[src/inc/secsup_pkg.sv]
package secsup_pkg;
  // ----------------------------------------------------------------
  // Register offsets
  // ----------------------------------------------------------------
  localparam logic [11:0] OFS_STATUS = 12'h004;
  localparam logic [11:0] OFS_STATUS_CLR = 12'h008;
  localparam logic [11:0] OFS_IRQ_EN = 12'h00C;
  localparam logic [11:0] OFS_IRQ_STAT = 12'h010;
  localparam logic [11:0] OFS_IRQ_CLR = 12'h014;
  localparam logic [11:0] OFS_CTRL = 12'h018;
  localparam logic [11:0] OFS_PIN_PROT = 12'h01C;
  localparam logic [11:0] OFS_NIRQ_DIS = 12'h088;
  localparam logic [11:0] OFS_NIRQ_MASK = 12'h08C;
  localparam logic [11:0] OFS_WAKE_PROT = 12'h090;
  // ----------------------------------------------------------------
  // Status field positions
  // ----------------------------------------------------------------
  localparam int BIT_DONE = 0;
  localparam int BIT_ERASING = 1;
  localparam int BIT_BACKUP = 2;
  localparam int BIT_WAKE = 3;
  localparam int BIT_AUTO = 6;
  localparam int BIT_SCRAMBLE = 7;
  // Control register: bit 0 starts an erase
  localparam int BIT_START = 0;
  // Interrupt event positions
  localparam int EV_DONE = 0;
  localparam int EV_WAKE = 1;
  localparam int EV_ERR = 2;
  localparam int NUM_EV = 3;
  // ----------------------------------------------------------------
  // Reset values and timing
  // ----------------------------------------------------------------
  localparam logic [31:0] RST_NIRQ_MASK = 32'h0000_0000;
  localparam logic [31:0] RST_WAKE_PROT = 32'h0000_0000;
  localparam logic [31:0] RST_PIN_PROT = 32'h0000_0000;
  localparam int ERASE_CYCLES = 16;
  localparam int TIMING_HALF_DIV = 4;
endpackage

[src/verilog/half_tick_gen.sv]
`timescale 1ns/1ns
// Makes one-cycle pulses at each half period of the internal timing clock
module half_tick_gen #(
  parameter int HALF_DIV = 4
) (
  input wire logic clk_i,
  input wire logic nrst_i,
  output logic half_tick_o
);
  logic [7:0] cnt_q;

  // ----------------------------------------------------------------
  // Divider
  // ----------------------------------------------------------------
  always_ff @(posedge clk_i)
  begin
    if (!nrst_i)
    begin
      cnt_q <= 8'h00;
      half_tick_o <= 1'b0;
    end
    else if (cnt_q == 8'(HALF_DIV - 1))
    begin
      cnt_q <= 8'h00;
      half_tick_o <= 1'b1;
    end
    else
    begin
      cnt_q <= cnt_q + 8'h01;
      half_tick_o <= 1'b0;
    end
  end
endmodule

[src/verilog/security_supervisor.sv]
`timescale 1ns/1ns
// Status and protection register bank of the security supervisor
module security_supervisor #(
  parameter int ERASE_CYCLES = secsup_pkg::ERASE_CYCLES,
  parameter int HALF_DIV = secsup_pkg::TIMING_HALF_DIV
) (
  input wire logic clk_i,
  input wire logic nrst_i,
  input wire logic backup_nrst_i,
  input wire logic psel_i,
  input wire logic penable_i,
  input wire logic pwrite_i,
  input wire logic [11:0] paddr_i,
  input wire logic [31:0] pwdata_i,
  output logic [31:0] prdata_o,
  output logic pready_o,
  output logic pslverr_o,
  input wire logic tamper_erase_i,
  input wire logic backup_mode_i,
  input wire logic soft_wake_i,
  input wire logic auto_standby_i,
  input wire logic scrambling_i,
  input wire logic mem_req_i,
  output logic mem_grant_o,
  output logic secure_memory_irq_o,
  output logic irq_o,
  output logic [31:0] pin_prot_active_o
);
  // Erase sequencer states; each step changes one bit except ST_WAIT_HALF back to ST_IDLE
  typedef enum logic [1:0] {
    ST_IDLE = 2'b00,
    ST_WIPE = 2'b01,
    ST_WAIT_HALF = 2'b11
  } erase_state_t;

  // Registered state, plus the combinational event set strobes
  erase_state_t state_q;
  logic [15:0] wipe_cnt_q;
  logic erase_done_q;
  logic soft_wake_flag_q;
  logic erase_pend_q;
  logic [31:0] nirq_mask_q;
  logic [31:0] wake_prot_q;
  logic [31:0] pin_prot_q;
  logic pin_armed_q;
  logic [secsup_pkg::NUM_EV-1:0] ev_stat_q;
  logic [secsup_pkg::NUM_EV-1:0] ev_en_q;
  logic [secsup_pkg::NUM_EV-1:0] ev_set;
  // Strobes and decodes
  logic half_tick;
  logic wr_en;
  logic rd_en;
  logic done_set;
  logic done_clr;
  logic wake_clr;
  logic start_req;
  logic erasing;

  // Returns one when the address is one of the mapped words
  function automatic logic addr_mapped(input logic [11:0] a);
    case (a)
      secsup_pkg::OFS_STATUS,
      secsup_pkg::OFS_STATUS_CLR,
      secsup_pkg::OFS_IRQ_EN,
      secsup_pkg::OFS_IRQ_STAT,
      secsup_pkg::OFS_IRQ_CLR,
      secsup_pkg::OFS_CTRL,
      secsup_pkg::OFS_PIN_PROT,
      secsup_pkg::OFS_NIRQ_DIS,
      secsup_pkg::OFS_NIRQ_MASK,
      secsup_pkg::OFS_WAKE_PROT: addr_mapped = 1'b1;
      default: addr_mapped = 1'b0;
    endcase
  endfunction

  // Write decode shared by all write effects
  function automatic logic wr_hit(input logic en, input logic [11:0] a,
                                  input logic [11:0] ofs);
    wr_hit = en && (a == ofs);
  endfunction

  // ----------------------------------------------------------------
  // Timing and bus strobes
  // ----------------------------------------------------------------
  half_tick_gen #(
    .HALF_DIV(HALF_DIV)
  ) u_half_tick (
    .clk_i(clk_i),
    .nrst_i(nrst_i),
    .half_tick_o(half_tick)
  );

  // Access phase always completes in its first cycle
  assign wr_en = psel_i && penable_i && pwrite_i && addr_mapped(paddr_i);
  assign rd_en = psel_i && !penable_i && !pwrite_i;
  assign erasing = (state_q == ST_WIPE);
  assign start_req = tamper_erase_i
    || (wr_hit(wr_en, paddr_i, secsup_pkg::OFS_CTRL) && pwdata_i[secsup_pkg::BIT_START]);
  assign done_set = (state_q == ST_WAIT_HALF) && half_tick;
  // Only a written one clears; zero writes leave the flag
  assign done_clr = (wr_hit(wr_en, paddr_i, secsup_pkg::OFS_STATUS)
    || wr_hit(wr_en, paddr_i, secsup_pkg::OFS_STATUS_CLR)) && pwdata_i[secsup_pkg::BIT_DONE];
  assign wake_clr = wr_hit(wr_en, paddr_i, secsup_pkg::OFS_STATUS_CLR)
    && pwdata_i[secsup_pkg::BIT_WAKE];

  // ----------------------------------------------------------------
  // Erase state machine
  // ----------------------------------------------------------------
  // Sequencer; the done flag plays no part in starting
  always_ff @(posedge clk_i)
  begin
    if (!nrst_i)
      state_q <= ST_IDLE;
    else
    begin
      case (state_q)
        ST_IDLE:
        begin
          // A queued start is taken as soon as the machine is idle
          if (start_req || erase_pend_q)
            state_q <= ST_WIPE;
        end
        ST_WIPE:
        begin
          // Leaving on a tick puts done exactly half a period later
          if ((wipe_cnt_q == 16'(ERASE_CYCLES - 1)) && half_tick)
            state_q <= ST_WAIT_HALF;
        end
        ST_WAIT_HALF:
        begin
          // The tick that ends this wait also raises done
          if (half_tick)
            state_q <= ST_IDLE;
        end
        default: state_q <= ST_IDLE;
      endcase
    end
  end

  // Wipe length; the wipe may run up to one tick spacing past its count
  always_ff @(posedge clk_i)
  begin
    if (!nrst_i)
      wipe_cnt_q <= 16'h0000;
    else if (state_q != ST_WIPE)
      wipe_cnt_q <= 16'h0000;
    else if (wipe_cnt_q != 16'(ERASE_CYCLES - 1))
      wipe_cnt_q <= wipe_cnt_q + 16'h0001;
  end

  // A start during the final wait is queued so it is never dropped;
  // a start seen mid-wipe is already served by the running erase
  always_ff @(posedge clk_i)
  begin
    if (!nrst_i)
      erase_pend_q <= 1'b0;
    else if ((state_q == ST_WAIT_HALF) && start_req)
      erase_pend_q <= 1'b1;
    else if (state_q == ST_IDLE)
      erase_pend_q <= 1'b0;
  end

  // ----------------------------------------------------------------
  // Sticky status flags
  // ----------------------------------------------------------------
  // Set wins over a clear in the same cycle
  always_ff @(posedge clk_i)
  begin
    if (!nrst_i)
      erase_done_q <= 1'b0;
    else if (done_set)
      erase_done_q <= 1'b1;
    else if (done_clr)
      erase_done_q <= 1'b0;
  end

  // Wake-up flag; a wake-up in the clearing cycle keeps it set
  always_ff @(posedge clk_i)
  begin
    if (!nrst_i)
      soft_wake_flag_q <= 1'b0;
    else if (soft_wake_i)
      soft_wake_flag_q <= 1'b1;
    else if (wake_clr)
      soft_wake_flag_q <= 1'b0;
  end

  // ----------------------------------------------------------------
  // Protection registers
  // ----------------------------------------------------------------
  // Disable register is write-only and clears mask bits
  always_ff @(posedge clk_i)
  begin
    if (!nrst_i)
      nirq_mask_q <= secsup_pkg::RST_NIRQ_MASK;
    else if (wr_hit(wr_en, paddr_i, secsup_pkg::OFS_NIRQ_DIS))
      nirq_mask_q <= nirq_mask_q & ~pwdata_i;
  end

  // Wake-up protection word is plain read/write
  always_ff @(posedge clk_i)
  begin
    if (!nrst_i)
      wake_prot_q <= secsup_pkg::RST_WAKE_PROT;
    else if (wr_hit(wr_en, paddr_i, secsup_pkg::OFS_WAKE_PROT))
      wake_prot_q <= pwdata_i;
  end

  // Backup reset disarms every pin until software enables it again
  always_ff @(posedge clk_i)
  begin
    if (!backup_nrst_i)
    begin
      pin_prot_q <= secsup_pkg::RST_PIN_PROT;
      pin_armed_q <= 1'b0;
    end
    else if (wr_hit(wr_en, paddr_i, secsup_pkg::OFS_PIN_PROT))
    begin
      pin_prot_q <= pwdata_i;
      pin_armed_q <= 1'b1;
    end
  end

  // Protections reach the pins only once armed since the last backup reset
  always_ff @(posedge clk_i)
  begin
    if (!backup_nrst_i)
      pin_prot_active_o <= 32'h0000_0000;
    else
      pin_prot_active_o <= pin_armed_q ? pin_prot_q : 32'h0000_0000;
  end

  // ----------------------------------------------------------------
  // Interrupts
  // ----------------------------------------------------------------
  // Events: erase done, software wake-up, access attempted while wiping
  assign ev_set[secsup_pkg::EV_DONE] = done_set;
  assign ev_set[secsup_pkg::EV_WAKE] = soft_wake_i;
  assign ev_set[secsup_pkg::EV_ERR] = erasing && mem_req_i;

  // One sticky bit per event; a set in the same cycle beats a clear
  genvar gi;
  generate
    for (gi = 0; gi < secsup_pkg::NUM_EV; gi++)
    begin : g_ev
      always_ff @(posedge clk_i)
      begin
        if (!nrst_i)
          ev_stat_q[gi] <= 1'b0;
        else if (ev_set[gi])
          ev_stat_q[gi] <= 1'b1;
        else if (wr_hit(wr_en, paddr_i, secsup_pkg::OFS_IRQ_CLR) && pwdata_i[gi])
          ev_stat_q[gi] <= 1'b0;
      end
    end
  endgenerate

  // Interrupt enables, same layout as the event bits
  always_ff @(posedge clk_i)
  begin
    if (!nrst_i)
      ev_en_q <= '0;
    else if (wr_hit(wr_en, paddr_i, secsup_pkg::OFS_IRQ_EN))
      ev_en_q <= pwdata_i[secsup_pkg::NUM_EV-1:0];
  end

  // Level interrupt, one cycle behind the enabled event bits
  always_ff @(posedge clk_i)
  begin
    if (!nrst_i)
      irq_o <= 1'b0;
    else
      irq_o <= |(ev_stat_q & ev_en_q);
  end

  // Secure-memory line mirrors the done flag; only clearing the flag drops it
  always_ff @(posedge clk_i)
  begin
    if (!nrst_i)
      secure_memory_irq_o <= 1'b0;
    else
      secure_memory_irq_o <= erase_done_q;
  end

  // ----------------------------------------------------------------
  // Secure memory access gate
  // ----------------------------------------------------------------
  // Refused from the cycle a start is seen and while a queued start waits,
  // so no access slips in ahead of the wipe
  always_ff @(posedge clk_i)
  begin
    if (!nrst_i)
      mem_grant_o <= 1'b0;
    else
      mem_grant_o <= mem_req_i && !erasing && !start_req && !erase_pend_q;
  end

  // ----------------------------------------------------------------
  // APB read path
  // ----------------------------------------------------------------
  // Read data is latched in setup so it is ready in the access phase
  always_ff @(posedge clk_i)
  begin
    if (!nrst_i)
      prdata_o <= 32'h0000_0000;
    else if (rd_en)
    begin
      case (paddr_i)
        secsup_pkg::OFS_STATUS:
        begin
          prdata_o <= 32'h0000_0000;
          prdata_o[secsup_pkg::BIT_DONE] <= erase_done_q;
          prdata_o[secsup_pkg::BIT_ERASING] <= erasing;
          prdata_o[secsup_pkg::BIT_BACKUP] <= backup_mode_i;
          prdata_o[secsup_pkg::BIT_WAKE] <= soft_wake_flag_q;
          prdata_o[secsup_pkg::BIT_AUTO] <= auto_standby_i;
          prdata_o[secsup_pkg::BIT_SCRAMBLE] <= scrambling_i;
        end
        secsup_pkg::OFS_IRQ_EN: prdata_o <= 32'(ev_en_q);
        secsup_pkg::OFS_IRQ_STAT: prdata_o <= 32'(ev_stat_q);
        secsup_pkg::OFS_PIN_PROT: prdata_o <= pin_prot_q;
        secsup_pkg::OFS_NIRQ_MASK: prdata_o <= nirq_mask_q;
        secsup_pkg::OFS_WAKE_PROT: prdata_o <= wake_prot_q;
        default: prdata_o <= 32'h0000_0000;
      endcase
    end
  end

  // Zero-wait answer; unmapped addresses report an error
  always_ff @(posedge clk_i)
  begin
    if (!nrst_i)
    begin
      pready_o <= 1'b0;
      pslverr_o <= 1'b0;
    end
    else
    begin
      pready_o <= psel_i && !penable_i;
      pslverr_o <= psel_i && !penable_i && !addr_mapped(paddr_i);
    end
  end
endmodule

[config.mk]
export PLATFORM = sky130hd
export DESIGN_NAME = security_supervisor
export DESIGN_NICKNAME = d
export VERILOG_FILES = /design/src/inc/secsup_pkg.sv /design/src/verilog/half_tick_gen.sv /design/src/verilog/security_supervisor.sv
export SDC_FILE = /design/constraint.sdc
export NUM_CORES = 1
export LEC_CHECK = 0
export ABC_AREA = 1
export BUFFER_PORTS_ARGS = -buffer_cell sky130_fd_sc_hd__buf_2
export CAP_MARGIN = 30
export CORE_MARGIN = 2
export CORE_UTILIZATION = 51
export DETAILED_ROUTE_END_ITERATION = 8
export PLACE_DENSITY = 0.73
export SLEW_MARGIN = 20
export SYNTH_ARGS = -nofsm -noshare
export SYNTH_HDL_FRONTEND = slang
export SYNTH_SLANG_ARGS = --single-unit
[constraint.sdc]
create_clock -name clk_i -period 1.89 [get_ports clk_i]
set_clock_uncertainty 0.2 [all_clocks]
set_input_delay 0.0945 -clock clk_i [delete_from_list [all_inputs] [get_ports clk_i]]
set_output_delay 0.0945 -clock clk_i [all_outputs]
set_load 0.03 [all_outputs]
==> metrics.csv <==
metric,value,unit
Core ar.,15890,sq um
die height,131.3,um
"Seq/Total Area, Yosys",48.95,%
clock buffer depth,3,
"most common cell after layout, fill and taps aside",dfxtp_1,
final WL,22.45,mm
clk sinks,202,
post-route setup TNS,0,ns
Post-Syn Instances,1120,
endpoint type of the worst setup path,register,
most frequent cells in the layout,"198 x dfxtp_1, 194 x nand2_1, 193 x nor2_1",
static leakage,4.773,nW
dominant cell type by area after synthesis,dfxtp_1,
Place WS,-0.08038,ns
IO Pins,125,
status,"complete, no violations",
Worst Setup Start Kind,register,
GRT Total Usage,25.26,%
Area Overhead vs Synth,27.29,%
final non-filler cell total,1526,
min setup slack post-route,0.1190,ns
routability cong.,0.8667,
Max VDD drop,0.0005780,V
Final Cell Area,10520,sq um
H-tree levels,1,
Via Count,7919,
ANT cells,0,
CP arrival,1.94,ns
initial antenna violation count,0,
Yosys top cell area share,48.95,%
Crit path required time,2.06,ns
yosys warns,0,
pin count of the biggest net entering global routing,36,
critical path peak fanout,5,
slew margin rel.,71.04,%
Final nets,1355,
Final Max Tran Viols,0,
Final Hold Fails,0,
critical path cell sequence,ha_2 > nand2_2 > nor3_2 > inv_1 > nor2_4 > nand2_1 > nor2_1 > xor2_1 > nor2_1,
router iterations before antenna repair,5,
IO buf count,124,
TritonCTS buffer count,21,
total gr overflow,0,
"Avg Cell Area, Syn",7.376,sq um
CTS tree,done,
Post-CTS Setup Inserts,0,
Most common cell on crit path,nor2_1,
cell row count,46,
final antenna-violating net count,0,
post-DP HPWL,13.98,mm
WS Path Type,register to register,
fin crit share,93.70,%
CTS Root Cell,clkbuf_16,
Initial Utilization,52.01,%
total die area,17230,sq um
layout cell share with drive strength beyond 1,18.78,%
Chip Width,131.3,um
worst hold path class,input pin to register,
worst skew pair latency,0.50,ns
Crit-path slowest cell,dfxtp_4,
# Max-Cap Violations,0,
number of global-route vias before repair,7492,
PwrDens,854.5,nW/um^2
"Reg clk slew, reported paths",0.06,ns
final setup violation count,0,
post-synth net total,1178,
drt wl/cell,14.71,um
worst slew pin tran,0.4345,ns
Residual DRC,0,
dpl cells,1445,
post-synthesis cell area,8262,sq um
"Distinct cells, synth",39,
global-route wire length before repair,36.58,mm
placed inst area,9270,sq um
vias per cell,5.189,
fill cell count,1383,
initial drt markers,669,
CP max stage delay,0.36,ns
Area contributors post-synth,"dfxtp_1 49%, nor2_1 9.1%, nand2_1 8.9%",
Util after Layout,66.20,%
post-route minimum period,1.771,ns
Yosys reg bits,202,
maximum clock rate,564.7,MHz
==> metal layers <==
layer	global-route usage [%]	vias to the layer above	share of wire (%)
met1	32.77	3657	44
met5	0	-	0
met2	43.95	274	48
met3	3.241	48	5.5
met4	7.729	0	2.2
li1	-	3940	-
==> layout make-up <==
cell class | count | area (sq um) | share of cell area [%]
Clock inverter | 6 | 108.9 | 1.035
Inverter | 134 | 516.7 | 4.914
Timing Repair Buffer | 211 | 1499 | 14.25
Tap cell | 216 | 270.3 | 2.570
Multi-Input combinational cell | 727 | 3461 | 32.91
Clock buffer | 30 | 609.3 | 5.794
Sequential cell | 202 | 4051 | 38.52
==> Yosys cell counts <==
library cell	instances
inv_2	8
nor2_8	4
nor2_1	201
nand4_1	34
xnor2_1	2
a31oi_1	1
a221oi_1	1
nor3b_1	1
inv_1	124
nand2_4	2
nor3_1	8
nand3b_1	1
nand3_1	114
buf_6	12
o21ai_1	57
nor4_1	3
and3_1	1
nand2_8	1
or2_2	1
a21oi_1	52
nand2_2	3
nor2_2	4
o2111ai_1	3
nand2_1	195
buf_1	8
buf_4	1
o22ai_1	3
nand3_4	2
o21ai_0	22
ha_1	2
dfxtp_1	202
o221ai_1	1
a211oi_1	2
clkbuf_1	28
inv_4	2
nor2_4	1
buf_2	8
o211ai_1	2
xor2_1	3
==> worst paths after layout <==
path	endpoint	start	slack, ns	depth (start not counted)
min	nirq_mask_q[3]$_SDFFE_PN0P_	penable_i	0.02	5
min reg2reg	pin_prot_active_o[5]$_SDFF_PN0_	pin_prot_q[5]$_SDFFE_PN0P_	0.25	2
max	wipe_cnt_q[14]$_SDFFE_PP0P_	wipe_cnt_q[0]$_SDFFE_PP0P_	0.12	9
max reg2reg	wipe_cnt_q[14]$_SDFFE_PP0P_	wipe_cnt_q[0]$_SDFFE_PP0P_	0.12	9
==> stage by stage <==
step	hold WS, ns	total power, W
global placement	0.1210	0.004707
global route	0.03754	0.009243
detailed placement	0.1369	0.004708
CTS	0.006046	0.009030
finish	0.01696	0.008986
floorplan	0.004948	0.004545
==> state kept, by name, summed over array words and instances, names as in the netlist, 2 cells and up <==
name	cells
nirq_mask_q	32
pin_prot_active_o	32
pin_prot_q	32
prdata_o	32
wake_prot_q	32
wipe_cnt_q	16
u_half_tick.cnt_q	8
ev_en_q	3
ev_stat_q	3
state_q	2
==> what timing repair did <==
item	4_1_cts	5_1_grt
hold endpoints to repair	147	0
pin swaps	0	4
hold buffers	45	0
gates cloned	0	0
setup endpoints to repair	2	39
resized for setup	2	23
==> cells by family (layout without fill, tap and decap cells) <==
kind of cell    after synthesis  after routing  share of synthesized area [%]
compound gates              144            144                          9.132
xor+xnor                      5              5                         0.5302
fa+ha+maj                     2              2                         0.3028
buf+inv                     191            381                          9.996
flops                       202            202                          48.95
simple gates                576            576                          31.09
==> where the power goes <==
group          switching, W  leakage (nW)  internal [W]
registers         0.0000152          1.63       0.00428
clock network       0.00165         0.354       0.00264
logic              0.000243          2.79      0.000160
total               0.00190          4.77       0.00708
==> critical path, delay by kind of cell, from the launching register on <==
family                     cells  cell delay (ns)
xor gates and xnor gates       1             0.18
and+or+nand+nor                6             0.61
adders and majority gates      1             0.19
DFF                            1             0.36
buffers and inverters          1             0.10
Note: power is estimated with default switching activity, not from simulation.
